<file path="src/common/smou_pkg.sv">
// Shared constants, opcodes and carrier types of the scalar memory op unit
package smou_pkg;
	localparam int ADDR_W = 48;
	localparam int DATA_W = 32;
	localparam int IMM_W = 21;
	localparam int MAX_STORE_DW = 4;
	localparam int CNT_W = 4;
	localparam int PEND_W = 6;
	localparam int DWORD_SHIFT = 2;
	localparam int SCRATCH_SHIFT = 6;
	localparam int LINE_SHIFT = 6;
	localparam logic [PEND_W-1:0] PEND_RESET = 6'h00;
	localparam logic [63:0] TSTAMP_RESET = 64'h0000_0000_0000_0000;

	localparam logic [7:0] OP_LOAD_X1 = 8'h00;
	localparam logic [7:0] OP_LOAD_X16 = 8'h04;
	localparam logic [7:0] OP_SCR_LOAD_X1 = 8'h05;
	localparam logic [7:0] OP_SCR_LOAD_X4 = 8'h07;
	localparam logic [7:0] OP_BUF_LOAD_X1 = 8'h08;
	localparam logic [7:0] OP_BUF_LOAD_X16 = 8'h0c;
	localparam logic [7:0] OP_STORE_X1 = 8'h10;
	localparam logic [7:0] OP_STORE_X4 = 8'h12;
	localparam logic [7:0] OP_SCR_STORE_X1 = 8'h15;
	localparam logic [7:0] OP_SCR_STORE_X4 = 8'h17;
	localparam logic [7:0] OP_BUF_STORE_X1 = 8'h18;
	localparam logic [7:0] OP_BUF_STORE_X4 = 8'h1a;
	localparam logic [7:0] OP_INV_ALL = 8'h20;
	localparam logic [7:0] OP_WB_ALL = 8'h21;
	localparam logic [7:0] OP_INV_VOL = 8'h22;
	localparam logic [7:0] OP_WB_VOL = 8'h23;
	localparam logic [7:0] OP_READ_TSTAMP = 8'h24;
	localparam logic [7:0] OP_READ_RTC = 8'h25;
	localparam logic [7:0] OP_PROBE = 8'h26;
	localparam logic [7:0] OP_LINE_DROP = 8'h28;
	localparam logic [7:0] OP_LINE_DROP_X2 = 8'h29;
	localparam logic [7:0] OP_ATOM_XCHG = 8'h40;
	localparam logic [7:0] OP_ATOM_CMPXCHG = 8'h41;
	localparam logic [7:0] OP_ATOM_SUM = 8'h42;
	localparam logic [7:0] OP_ATOM_DIFF = 8'h43;
	localparam logic [7:0] OP_ATOM_SMIN = 8'h44;

	typedef enum logic [2:0] {
		CMD_READ,
		CMD_WRITE,
		CMD_INV_ALL,
		CMD_INV_VOL,
		CMD_WB_ALL,
		CMD_WB_VOL,
		CMD_PROBE,
		CMD_DROP
	} smou_cmd_t;

	typedef struct packed {
		logic [7:0] opcode;
		logic offset_is_imm;
		logic [IMM_W-1:0] imm;
		logic [DATA_W-1:0] sreg_offset;
		logic [ADDR_W-1:0] base;
		logic [MAX_STORE_DW-1:0][DATA_W-1:0] data;
	} smou_issue_t;

	typedef struct packed {
		smou_cmd_t cmd;
		logic [ADDR_W-1:0] addr;
		logic [DATA_W-1:0] wdata;
		logic lock;
	} smou_mem_req_t;

	typedef struct packed {
		logic [CNT_W-1:0] index;
		logic [DATA_W-1:0] data;
	} smou_result_t;
endpackage : smou_pkg

</file>
<file path="src/verilog/smou_top.sv">
// Scalar memory instruction decoder and sequencer
`timescale 1ns/1ps
// Operation
// - Plain loads 0..4 read 1, 2, 4, 8 or 16 dwords into scalar registers
// - Register offset of plain access is unsigned bytes, low two bits ignored
// - Immediate offset is a signed 21-bit byte offset for every access
// - Scratch loads 5..7 read 1, 2, 4 dwords; register offset counts 64-byte units
// - Buffer loads 8..12 read 1..16 dwords with plain-load offset forming
// - Plain stores 16..18 write 1, 2, 4 dwords to the cache
// - Scratch stores 21..23 write 1, 2, 4 dwords with 64-byte-unit register offset
// - Buffer stores 24..26 write 1, 2, 4 dwords with plain-store offset forming
// - Opcode 32 invalidates the whole cache, 34 only volatile lines
// - Opcode 33 writes back all dirty data, 35 only dirty volatile lines
// - Opcode 36 returns the 64-bit timestamp, 37 the 64-bit real-time clock
// - Opcode 38 probes or prefetches the address, returning no data
// - Opcode 40 drops one dirty 64-byte line, address low six bits cleared
// - Opcode 41 drops two consecutive lines; pending count rises 2, else 1
// - Exchange 64 stores data and returns the previous word
// - Compare-exchange 65 stores word 0 if memory equals word 1, returns old
// - Sum 66 and difference 67 update memory and return the old word
// - Signed minimum stores the smaller value signed, returns the old word
module smou_top (
	// Clock and reset
	input wire logic clk_in,
	input wire logic rst_in,
	// Instruction issue
	input wire logic issue_valid_in,
	output logic issue_ready_out,
	input wire smou_pkg::smou_issue_t issue_in,
	// Real-time counter from the same clock
	input wire logic [63:0] rtc_in,
	// Scalar data cache port
	output logic mem_req_valid_out,
	input wire logic mem_req_ready_in,
	output smou_pkg::smou_mem_req_t mem_req_out,
	input wire logic mem_rsp_valid_in,
	input wire logic [smou_pkg::DATA_W-1:0] mem_rsp_data_in,
	// Scalar register write-back
	output logic rslt_valid_out,
	output smou_pkg::smou_result_t rslt_out,
	// Completion and pending count
	output logic done_out,
	output logic [smou_pkg::PEND_W-1:0] scalar_mem_pending_count_out
);
	import smou_pkg::*;

	typedef enum logic [2:0] {ST_IDLE, ST_REQ, ST_RSP, ST_AWR, ST_AACK, ST_TIME} smou_state_t;

	smou_state_t state_ff, nxt_state;
	smou_issue_t op_ff, nxt_op;
	smou_mem_req_t req_ff, nxt_req;
	smou_result_t rslt_ff, nxt_rslt;
	logic rslt_valid_ff, nxt_rslt_valid;
	logic done_ff, nxt_done;
	logic [CNT_W-1:0] cnt_ff, nxt_cnt;
	logic [CNT_W:0] total_ff, nxt_total;
	logic [ADDR_W-1:0] addr_ff, nxt_addr;
	logic [DATA_W-1:0] old_ff, nxt_old;
	logic [63:0] time_ff, nxt_time;
	logic [63:0] tstamp_ff, nxt_tstamp;
	logic [PEND_W-1:0] pend_ff, nxt_pend;
	logic [PEND_W-1:0] pend_inc, pend_dec;

	function automatic logic in_range(input logic [7:0] op, input logic [7:0] lo, input logic [7:0] hi);
		in_range = (op >= lo) && (op <= hi);
	endfunction : in_range

	function automatic logic is_load(input logic [7:0] op);
		is_load = in_range(op, OP_LOAD_X1, OP_LOAD_X16) || in_range(op, OP_SCR_LOAD_X1, OP_SCR_LOAD_X4)
			|| in_range(op, OP_BUF_LOAD_X1, OP_BUF_LOAD_X16);
	endfunction : is_load

	function automatic logic is_store(input logic [7:0] op);
		is_store = in_range(op, OP_STORE_X1, OP_STORE_X4) || in_range(op, OP_SCR_STORE_X1, OP_SCR_STORE_X4)
			|| in_range(op, OP_BUF_STORE_X1, OP_BUF_STORE_X4);
	endfunction : is_store

	function automatic logic is_atomic(input logic [7:0] op);
		is_atomic = in_range(op, OP_ATOM_XCHG, OP_ATOM_SMIN);
	endfunction : is_atomic

	function automatic logic is_scratch(input logic [7:0] op);
		is_scratch = in_range(op, OP_SCR_LOAD_X1, OP_SCR_LOAD_X4) || in_range(op, OP_SCR_STORE_X1, OP_SCR_STORE_X4);
	endfunction : is_scratch

	// Dword or line count of an opcode, one for everything that is not sized
	function automatic logic [CNT_W:0] op_count(input logic [7:0] op);
		logic [7:0] first;
		first = op;
		if (in_range(op, OP_LOAD_X1, OP_LOAD_X16))
			first = OP_LOAD_X1;
		else if (in_range(op, OP_SCR_LOAD_X1, OP_SCR_LOAD_X4))
			first = OP_SCR_LOAD_X1;
		else if (in_range(op, OP_BUF_LOAD_X1, OP_BUF_LOAD_X16))
			first = OP_BUF_LOAD_X1;
		else if (in_range(op, OP_STORE_X1, OP_STORE_X4))
			first = OP_STORE_X1;
		else if (in_range(op, OP_SCR_STORE_X1, OP_SCR_STORE_X4))
			first = OP_SCR_STORE_X1;
		else if (in_range(op, OP_BUF_STORE_X1, OP_BUF_STORE_X4))
			first = OP_BUF_STORE_X1;
		if (op == OP_LINE_DROP_X2)
			op_count = 5'h02;
		else
			op_count = 5'h01 << (op - first);
	endfunction : op_count

	// Byte offset from the register or the immediate
	function automatic logic [ADDR_W-1:0] form_offset(input smou_issue_t iss);
		if (iss.offset_is_imm)
			form_offset = {{(ADDR_W-IMM_W){iss.imm[IMM_W-1]}}, iss.imm};
		else if (is_scratch(iss.opcode))
			form_offset = {{(ADDR_W-DATA_W-SCRATCH_SHIFT){1'b0}}, iss.sreg_offset, {SCRATCH_SHIFT{1'b0}}};
		else
			form_offset = {{(ADDR_W-DATA_W){1'b0}}, iss.sreg_offset[DATA_W-1:DWORD_SHIFT], {DWORD_SHIFT{1'b0}}};
	endfunction : form_offset

	function automatic logic [DATA_W-1:0] atom_calc(input logic [7:0] op, input logic [DATA_W-1:0] mem,
		input logic [DATA_W-1:0] d0, input logic [DATA_W-1:0] d1);
		unique case (op)
			OP_ATOM_XCHG: atom_calc = d0;
			OP_ATOM_CMPXCHG: atom_calc = (mem == d1) ? d0 : mem;
			OP_ATOM_SUM: atom_calc = mem + d0;
			OP_ATOM_DIFF: atom_calc = mem - d0;
			OP_ATOM_SMIN: atom_calc = ($signed(d0) < $signed(mem)) ? d0 : mem;
			default: atom_calc = mem;
		endcase
	endfunction : atom_calc

	function automatic smou_cmd_t op_cmd(input logic [7:0] op);
		unique case (op)
			OP_INV_ALL: op_cmd = CMD_INV_ALL;
			OP_INV_VOL: op_cmd = CMD_INV_VOL;
			OP_WB_ALL: op_cmd = CMD_WB_ALL;
			OP_WB_VOL: op_cmd = CMD_WB_VOL;
			OP_PROBE: op_cmd = CMD_PROBE;
			OP_LINE_DROP, OP_LINE_DROP_X2: op_cmd = CMD_DROP;
			default: op_cmd = is_store(op) ? CMD_WRITE : CMD_READ;
		endcase
	endfunction : op_cmd

	// Address of beat cnt: dword steps for data, line steps for drops
	function automatic logic [ADDR_W-1:0] beat_addr(input logic [7:0] op, input logic [ADDR_W-1:0] a,
		input logic [CNT_W-1:0] c);
		if (op == OP_LINE_DROP || op == OP_LINE_DROP_X2)
			beat_addr = {a[ADDR_W-1:LINE_SHIFT], {LINE_SHIFT{1'b0}}}
				+ {{(ADDR_W-CNT_W-LINE_SHIFT){1'b0}}, c, {LINE_SHIFT{1'b0}}};
		else
			beat_addr = a + {{(ADDR_W-CNT_W-DWORD_SHIFT){1'b0}}, c, {DWORD_SHIFT{1'b0}}};
	endfunction : beat_addr

	function automatic smou_mem_req_t build_req(input smou_issue_t iss, input logic [ADDR_W-1:0] a,
		input logic [CNT_W-1:0] c);
		build_req.cmd = op_cmd(iss.opcode);
		build_req.addr = beat_addr(iss.opcode, a, c);
		build_req.wdata = iss.data[c[1:0]];
		// Lock opens on the atomic read and is held through its write
		build_req.lock = is_atomic(iss.opcode);
	endfunction : build_req

	assign issue_ready_out = (state_ff == ST_IDLE);
	assign mem_req_valid_out = (state_ff == ST_REQ) || (state_ff == ST_AWR);
	assign mem_req_out = req_ff;
	assign rslt_valid_out = rslt_valid_ff;
	assign rslt_out = rslt_ff;
	assign done_out = done_ff;
	assign scalar_mem_pending_count_out = pend_ff;

	always_comb
	begin
		nxt_state = state_ff;
		nxt_op = op_ff;
		nxt_req = req_ff;
		nxt_rslt = rslt_ff;
		nxt_rslt_valid = 1'b0;
		nxt_done = 1'b0;
		nxt_cnt = cnt_ff;
		nxt_total = total_ff;
		nxt_addr = addr_ff;
		nxt_old = old_ff;
		nxt_time = time_ff;
		nxt_tstamp = tstamp_ff + 64'h0000_0000_0000_0001;
		pend_inc = '0;
		pend_dec = '0;
		unique case (state_ff)
			ST_IDLE:
			begin
				if (issue_valid_in)
				begin
					nxt_op = issue_in;
					nxt_cnt = '0;
					nxt_total = op_count(issue_in.opcode);
					nxt_addr = issue_in.base + form_offset(issue_in);
					pend_inc = (issue_in.opcode == OP_LINE_DROP_X2) ? 6'h02 : 6'h01;
					if (issue_in.opcode == OP_READ_TSTAMP || issue_in.opcode == OP_READ_RTC)
					begin
						nxt_time = (issue_in.opcode == OP_READ_TSTAMP) ? tstamp_ff : rtc_in;
						nxt_state = ST_TIME;
					end
					else
					begin
						nxt_req = build_req(issue_in, issue_in.base + form_offset(issue_in), '0);
						nxt_state = ST_REQ;
					end
				end
			end
			ST_REQ:
			begin
				if (mem_req_ready_in)
					nxt_state = ST_RSP;
			end
			ST_RSP:
			begin
				if (mem_rsp_valid_in)
				begin
					if (is_atomic(op_ff.opcode))
					begin
						// Old word kept for return; write goes out with lock still held
						nxt_old = mem_rsp_data_in;
						nxt_req.cmd = CMD_WRITE;
						nxt_req.wdata = atom_calc(op_ff.opcode, mem_rsp_data_in, op_ff.data[0], op_ff.data[1]);
						nxt_state = ST_AWR;
					end
					else
					begin
						if (is_load(op_ff.opcode))
						begin
							nxt_rslt_valid = 1'b1;
							nxt_rslt.index = cnt_ff;
							nxt_rslt.data = mem_rsp_data_in;
						end
						if ({1'b0, cnt_ff} + 5'h01 == total_ff)
						begin
							nxt_done = 1'b1;
							pend_dec = (op_ff.opcode == OP_LINE_DROP_X2) ? 6'h02 : 6'h01;
							nxt_state = ST_IDLE;
						end
						else
						begin
							nxt_cnt = cnt_ff + 4'h1;
							nxt_req = build_req(op_ff, addr_ff, cnt_ff + 4'h1);
							nxt_state = ST_REQ;
						end
					end
				end
			end
			ST_AWR:
			begin
				if (mem_req_ready_in)
					nxt_state = ST_AACK;
			end
			ST_AACK:
			begin
				if (mem_rsp_valid_in)
				begin
					nxt_req.lock = 1'b0;
					nxt_rslt_valid = 1'b1;
					nxt_rslt.index = '0;
					nxt_rslt.data = old_ff;
					nxt_done = 1'b1;
					pend_dec = 6'h01;
					nxt_state = ST_IDLE;
				end
			end
			ST_TIME:
			begin
				// Low dword first, then high dword into the next register
				nxt_rslt_valid = 1'b1;
				nxt_rslt.index = cnt_ff;
				nxt_rslt.data = cnt_ff[0] ? time_ff[63:32] : time_ff[31:0];
				nxt_cnt = cnt_ff + 4'h1;
				if (cnt_ff[0])
				begin
					nxt_done = 1'b1;
					pend_dec = 6'h01;
					nxt_state = ST_IDLE;
				end
			end
			default: nxt_state = ST_IDLE;
		endcase
		// Issue and completion in one cycle both count
		nxt_pend = pend_ff + pend_inc - pend_dec;
	end

	always_ff @(posedge clk_in or posedge rst_in)
	begin
		if (rst_in)
		begin
			state_ff <= ST_IDLE;
			op_ff <= '0;
			req_ff <= '0;
			rslt_ff <= '0;
			rslt_valid_ff <= 1'b0;
			done_ff <= 1'b0;
			cnt_ff <= '0;
			total_ff <= '0;
			addr_ff <= '0;
			old_ff <= '0;
			time_ff <= TSTAMP_RESET;
			tstamp_ff <= TSTAMP_RESET;
			pend_ff <= PEND_RESET;
		end
		else
		begin
			state_ff <= nxt_state;
			op_ff <= nxt_op;
			req_ff <= nxt_req;
			rslt_ff <= nxt_rslt;
			rslt_valid_ff <= nxt_rslt_valid;
			done_ff <= nxt_done;
			cnt_ff <= nxt_cnt;
			total_ff <= nxt_total;
			addr_ff <= nxt_addr;
			old_ff <= nxt_old;
			time_ff <= nxt_time;
			tstamp_ff <= nxt_tstamp;
			pend_ff <= nxt_pend;
		end
	end
endmodule : smou_top
</file>
<file path="config.mk">
export PLATFORM = sky130hd
export DESIGN_NAME = smou_top
export DESIGN_NICKNAME = d
export VERILOG_FILES = /design/src/common/smou_pkg.sv /design/src/verilog/smou_top.sv
export SDC_FILE = /design/constraint.sdc
export NUM_CORES = 2
export LEC_CHECK = 0
export BUFFER_PORTS_ARGS = -buffer_cell sky130_fd_sc_hd__buf_2
export CAP_MARGIN = 20
export CORE_MARGIN = 8
export CORE_UTILIZATION = 54
export DETAILED_ROUTE_END_ITERATION = 7
export HOLD_SLACK_MARGIN = 0.05
export PLACE_DENSITY = 0.76
export REMOVE_ABC_BUFFERS = 1
export SLEW_MARGIN = 20
export SYNTH_ARGS = -nofsm -noshare
export SYNTH_HDL_FRONTEND = slang
export SYNTH_SLANG_ARGS = --single-unit
</file>
<file path="constraint.sdc">
create_clock -name clk_in -period 32.4 [get_ports clk_in]
set_input_delay 6.48 -clock clk_in [delete_from_list [all_inputs] [get_ports clk_in]]
set_output_delay 6.48 -clock clk_in [all_outputs]
set_load 0.01 [all_outputs]
</file>
==> results by group <==
Synthesis
  – Post-synth top area cell: dfrtp_1
  – Post-synth EDFFs: 0
  – Ys flop type: dfrtp_1
  – Synth area leaders: dfrtp_1 (39%), nand2_1 (9.9%), ha_1 (5.5%), o21ai_0 (5.1%), a21oi_1 (4.4%)
  – Cells after Synth: 3621
  – Yosys top cell area share: 39.4%
  – Mean Syn Cell Area: 8.49 um2
  – Seq/Total Area, Yosys: 39.4%
  – Ys async rst share: 100%
  – Ys Warns: 0
  – FF+latch count, synth: 484
  – Post-Syn Area: 30700 um2
  – Netlist cell types: 89

CTS
  – Clk_lat worst skew: 0.64 ns
  – CTS tree: yes
  – Post_cts resized: 0
  – Clock Tree Root: clkbuf_16
  – Clock transition at path regs: 0.06 ns
  – Hold_buf cts: 0
  – CTS buffer count: 54
  – Setup Fix Bufs, Post-CTS: 0
  – Htree depth: 2
  – CTS Sinks: 484
  – Max clock buf depth: 3

Hold path
  – Min-Delay Path Class: reg2reg

Detailed routing
  – Routed vias: 28508
  – Iter 0 DRT Violations: 2525
  – Detailed Routing Iterations Pass 1: 6
  – Routed WL per cell: 21.8 um
  – Routed Antenna Nets: 0
  – WL final: 104 mm
  – DR DRC count: 0
  – Vias per inst: 5.96

STA
  – Slew HR: 27.6%
  – RSZ-0062 raised after global routing: no
  – Post-route clock period utilization: 32.3%
  – Setup TNS: 0 ns
  – Peak Freq: 95.7 MHz
  – Tmin final: 10.45 ns
  – Worst slew pin tran: 1.09 ns
  – Slew Limit Fails: 0
  – Hold Vio Cnt, Final: 0
  – Clock Skew: 0.0326 ns
  – Endpoints failing setup: 0

Die
  – Die Span X: 255 um
  – Row cnt: 87
  – Initial core utilization: 54.5%
  – Die ar.: 64800 um2
  – Die H: 255 um
  – # IOs: 469
  – Core area: 56400 um2

Final layout
  – Fillers: 4970
  – Share of layout cells above drive strength 1: 17.2%
  – Fin area: 35500 um2
  – # nets final: 4447
  – Area Overhead vs Synth: 15.4%

Run status
  – Status: completed

GRT
  – Largest net degree at the start of global routing: 142
  – Initial antenna violation count: 22
  – Total GRT Usage: 30.9%
  – First-pass GRT wire length: 157 mm
  – Grt ovf: 0
  – Vias in the first global route: 27650

Worst setup path
  – WS Path Type: in2reg
  – Critical path launch point type: primary input
  – CP endpoint kind: flop
  – Required time of the critical path: 32.88 ns
  – CP arrival: 10.93 ns
  – Crit-path max FO: 17

Flow run
  – MaxCap Viol Count: 0

Power and ir drop
  – Power Dens Cells: 84.8 nW/um2
  – Leak Pwr: 17.3 nW
  – Worst VDD drop: 0.0567 mV

Place
  – Hpwl dp: 77.3 mm
  – Final GP Congestion: 0.978
  – Placed cell area: 33500 um2
  – Port Buffer Count: 468
layout by cell type, fill, tap and decap left out, drive strengths merged, types with 10 or more instances in the layout:
| cell | netlist | final |
|---|---|---|
| nor2b | 21 | 21 |
| nand3b | 10 | 10 |
| nand2b | 28 | 28 |
| mux4 | 32 | 32 |
| nor4 | 16 | 16 |
| and3 | 37 | 37 |
| nand4 | 37 | 37 |
| clkbuf | 178 | 71 |
| and4 | 10 | 10 |
| xor2 | 111 | 111 |
| buf | 31 | 499 |
| or3 | 16 | 16 |
| inv | 100 | 101 |
| nand2 | 813 | 813 |
| clkinv | 0 | 17 |
| a221oi | 29 | 29 |
| dfrtp | 484 | 484 |
| o21a | 15 | 15 |
| a31oi | 32 | 32 |
| diode | 0 | 15 |
| a211oi | 44 | 44 |
| nor3 | 55 | 55 |
| a21o | 51 | 51 |
| nor2 | 221 | 221 |
| o221ai | 14 | 14 |
| o21ai | 321 | 321 |
| ha | 134 | 134 |
| o211ai | 16 | 16 |
| xnor2 | 140 | 140 |
| and2 | 14 | 14 |
| mux2i | 116 | 116 |
| mux2 | 15 | 15 |
| a21oi | 269 | 269 |
| nand3 | 82 | 82 |
per-stage QoR:
stage / hold WS [ns] / util [%] / instances / power [mW] / setup WS [ns]
2_1_floorplan: 0.440 / - / 3412 / 1.88 / 12.41
3_3_place_gp: 0.453 / 59.5 / 4667 / 2.31 / 21.46
3_5_place_dp: 0.457 / 59.5 / 4667 / 2.34 / 21.38
4_1_cts: 0.469 / 62.8 / 4767 / 3.00 / 22.03
5_1_grt: 0.493 / 62.9 / 4779 / 3.20 / 21.58
6_report: 0.466 / 62.9 / 4782 / 3.01 / 21.95
kinds of logic after synthesis:
group / count (synthesis) / synth area share, %
XOR/XNOR: 251 / 7.18
flip-flops: 484 / 39.4
multiplexers: 163 / 6.67
adder cells (fa/ha/maj): 141 / 5.91
AO/OA/AOI/OAI: 891 / 17.4
AND/OR/NAND/NOR: 1382 / 19.6
buffers and inverters: 309 / 3.84
report_power, final:
part / internal, mW / switching (mW)
combinational: 0.521 / 0.795
clock: 0.385 / 0.266
sequential: 0.819 / 0.224
layout make-up:
type / count / area, um2 / area share (%)
Clock buffer: 71 / 1510 / 4.24
Multi-Input combinational cell: 2828 / 17500 / 49.4
Clock inverter: 29 / 382 / 1.08
Inverter: 100 / 383 / 1.08
Antenna cell: 15 / 37.5 / 0.106
Tap cell: 756 / 946 / 2.67
Sequential cell: 484 / 12100 / 34.2
Timing Repair Buffer: 499 / 2590 / 7.30
registers in the layout, summed over array words and instances, names as in the netlist:
register	count
op_ff	136
mem_req_out	84
time_ff	64
tstamp_ff	64
addr_ff	48
rslt_out	36
old_ff	32
scalar_mem_pending_count_out	6
total_ff	5
cnt_ff	4
state_ff	3
done_out	1
rslt_valid_out	1
synth_stat cells, drive strengths merged (10+ instances only):
cell / number
a221oi: 29
nor2: 221
buf: 31
or3: 16
nor2b: 21
o21a: 15
dfrtp: 484
mux2i: 116
a21o: 51
and3: 37
a31oi: 32
o221ai: 14
nand3b: 10
o211ai: 16
nand2: 813
nor3: 55
and4: 10
o21ai: 321
nand3: 82
nor4: 16
xnor2: 140
mux2: 15
nand2b: 28
a211oi: 44
clkbuf: 178
ha: 134
mux4: 32
xor2: 111
and2: 14
inv: 100
nand4: 37
a21oi: 269
routing by layer:
metal	vias up	wire [um]	part of all wire [%]	GRT usage (%)
met3	226	9160	8.8	7.11
met5	-	86	0.083	0
met2	1182	48300	46	49.0
met1	13753	42000	40	40.3
li1	13335	-	-	-
met4	12	4590	4.4	13.8
worst max-delay path, cell delays in order:
cell,delay [ns]
buf_2,0.22
nor2b_1,0.31
o21ai_0,0.21
or2_2,0.48
nor2_1,0.40
nand2_1,0.12
nand2_1,0.08
ha_1,0.35
a21oi_1,0.27
o21ai_0,0.16
a31o_2,0.27
a31oi_1,0.16
o21ai_0,0.10
nor2_1,0.36
o21ai_0,0.22
o31ai_1,0.39
mux2i_1,0.23
o211ai_1,0.10
path summary, 6_finish.rpt:
| kind | from | endpoint | slack, ns | depth (start not counted) |
|---|---|---|---|---|
| min | op_ff[94]$_DFFE_PP0P_ | op_ff[94]$_DFFE_PP0P_ | 0.47 | 2 |
| max reg2reg | op_ff[235]$_DFFE_PP0P_ | mem_req_out[26]$_DFFE_PP0P_ | 27.00 | 16 |
| min in group asynchronous | rst_in | tstamp_ff[43]$_DFF_PP0_ | 6.04 | 2 |
| min reg2reg | op_ff[94]$_DFFE_PP0P_ | op_ff[94]$_DFFE_PP0P_ | 0.47 | 2 |
| max in group asynchronous | rst_in | addr_ff[32]$_DFFE_PP0P_ | 22.97 | 5 |
| max | issue_in[232] | mem_req_out[80]$_DFFE_PP0P_ | 21.95 | 18 |
No activity file was read; power rests on OpenSTA's default activity.
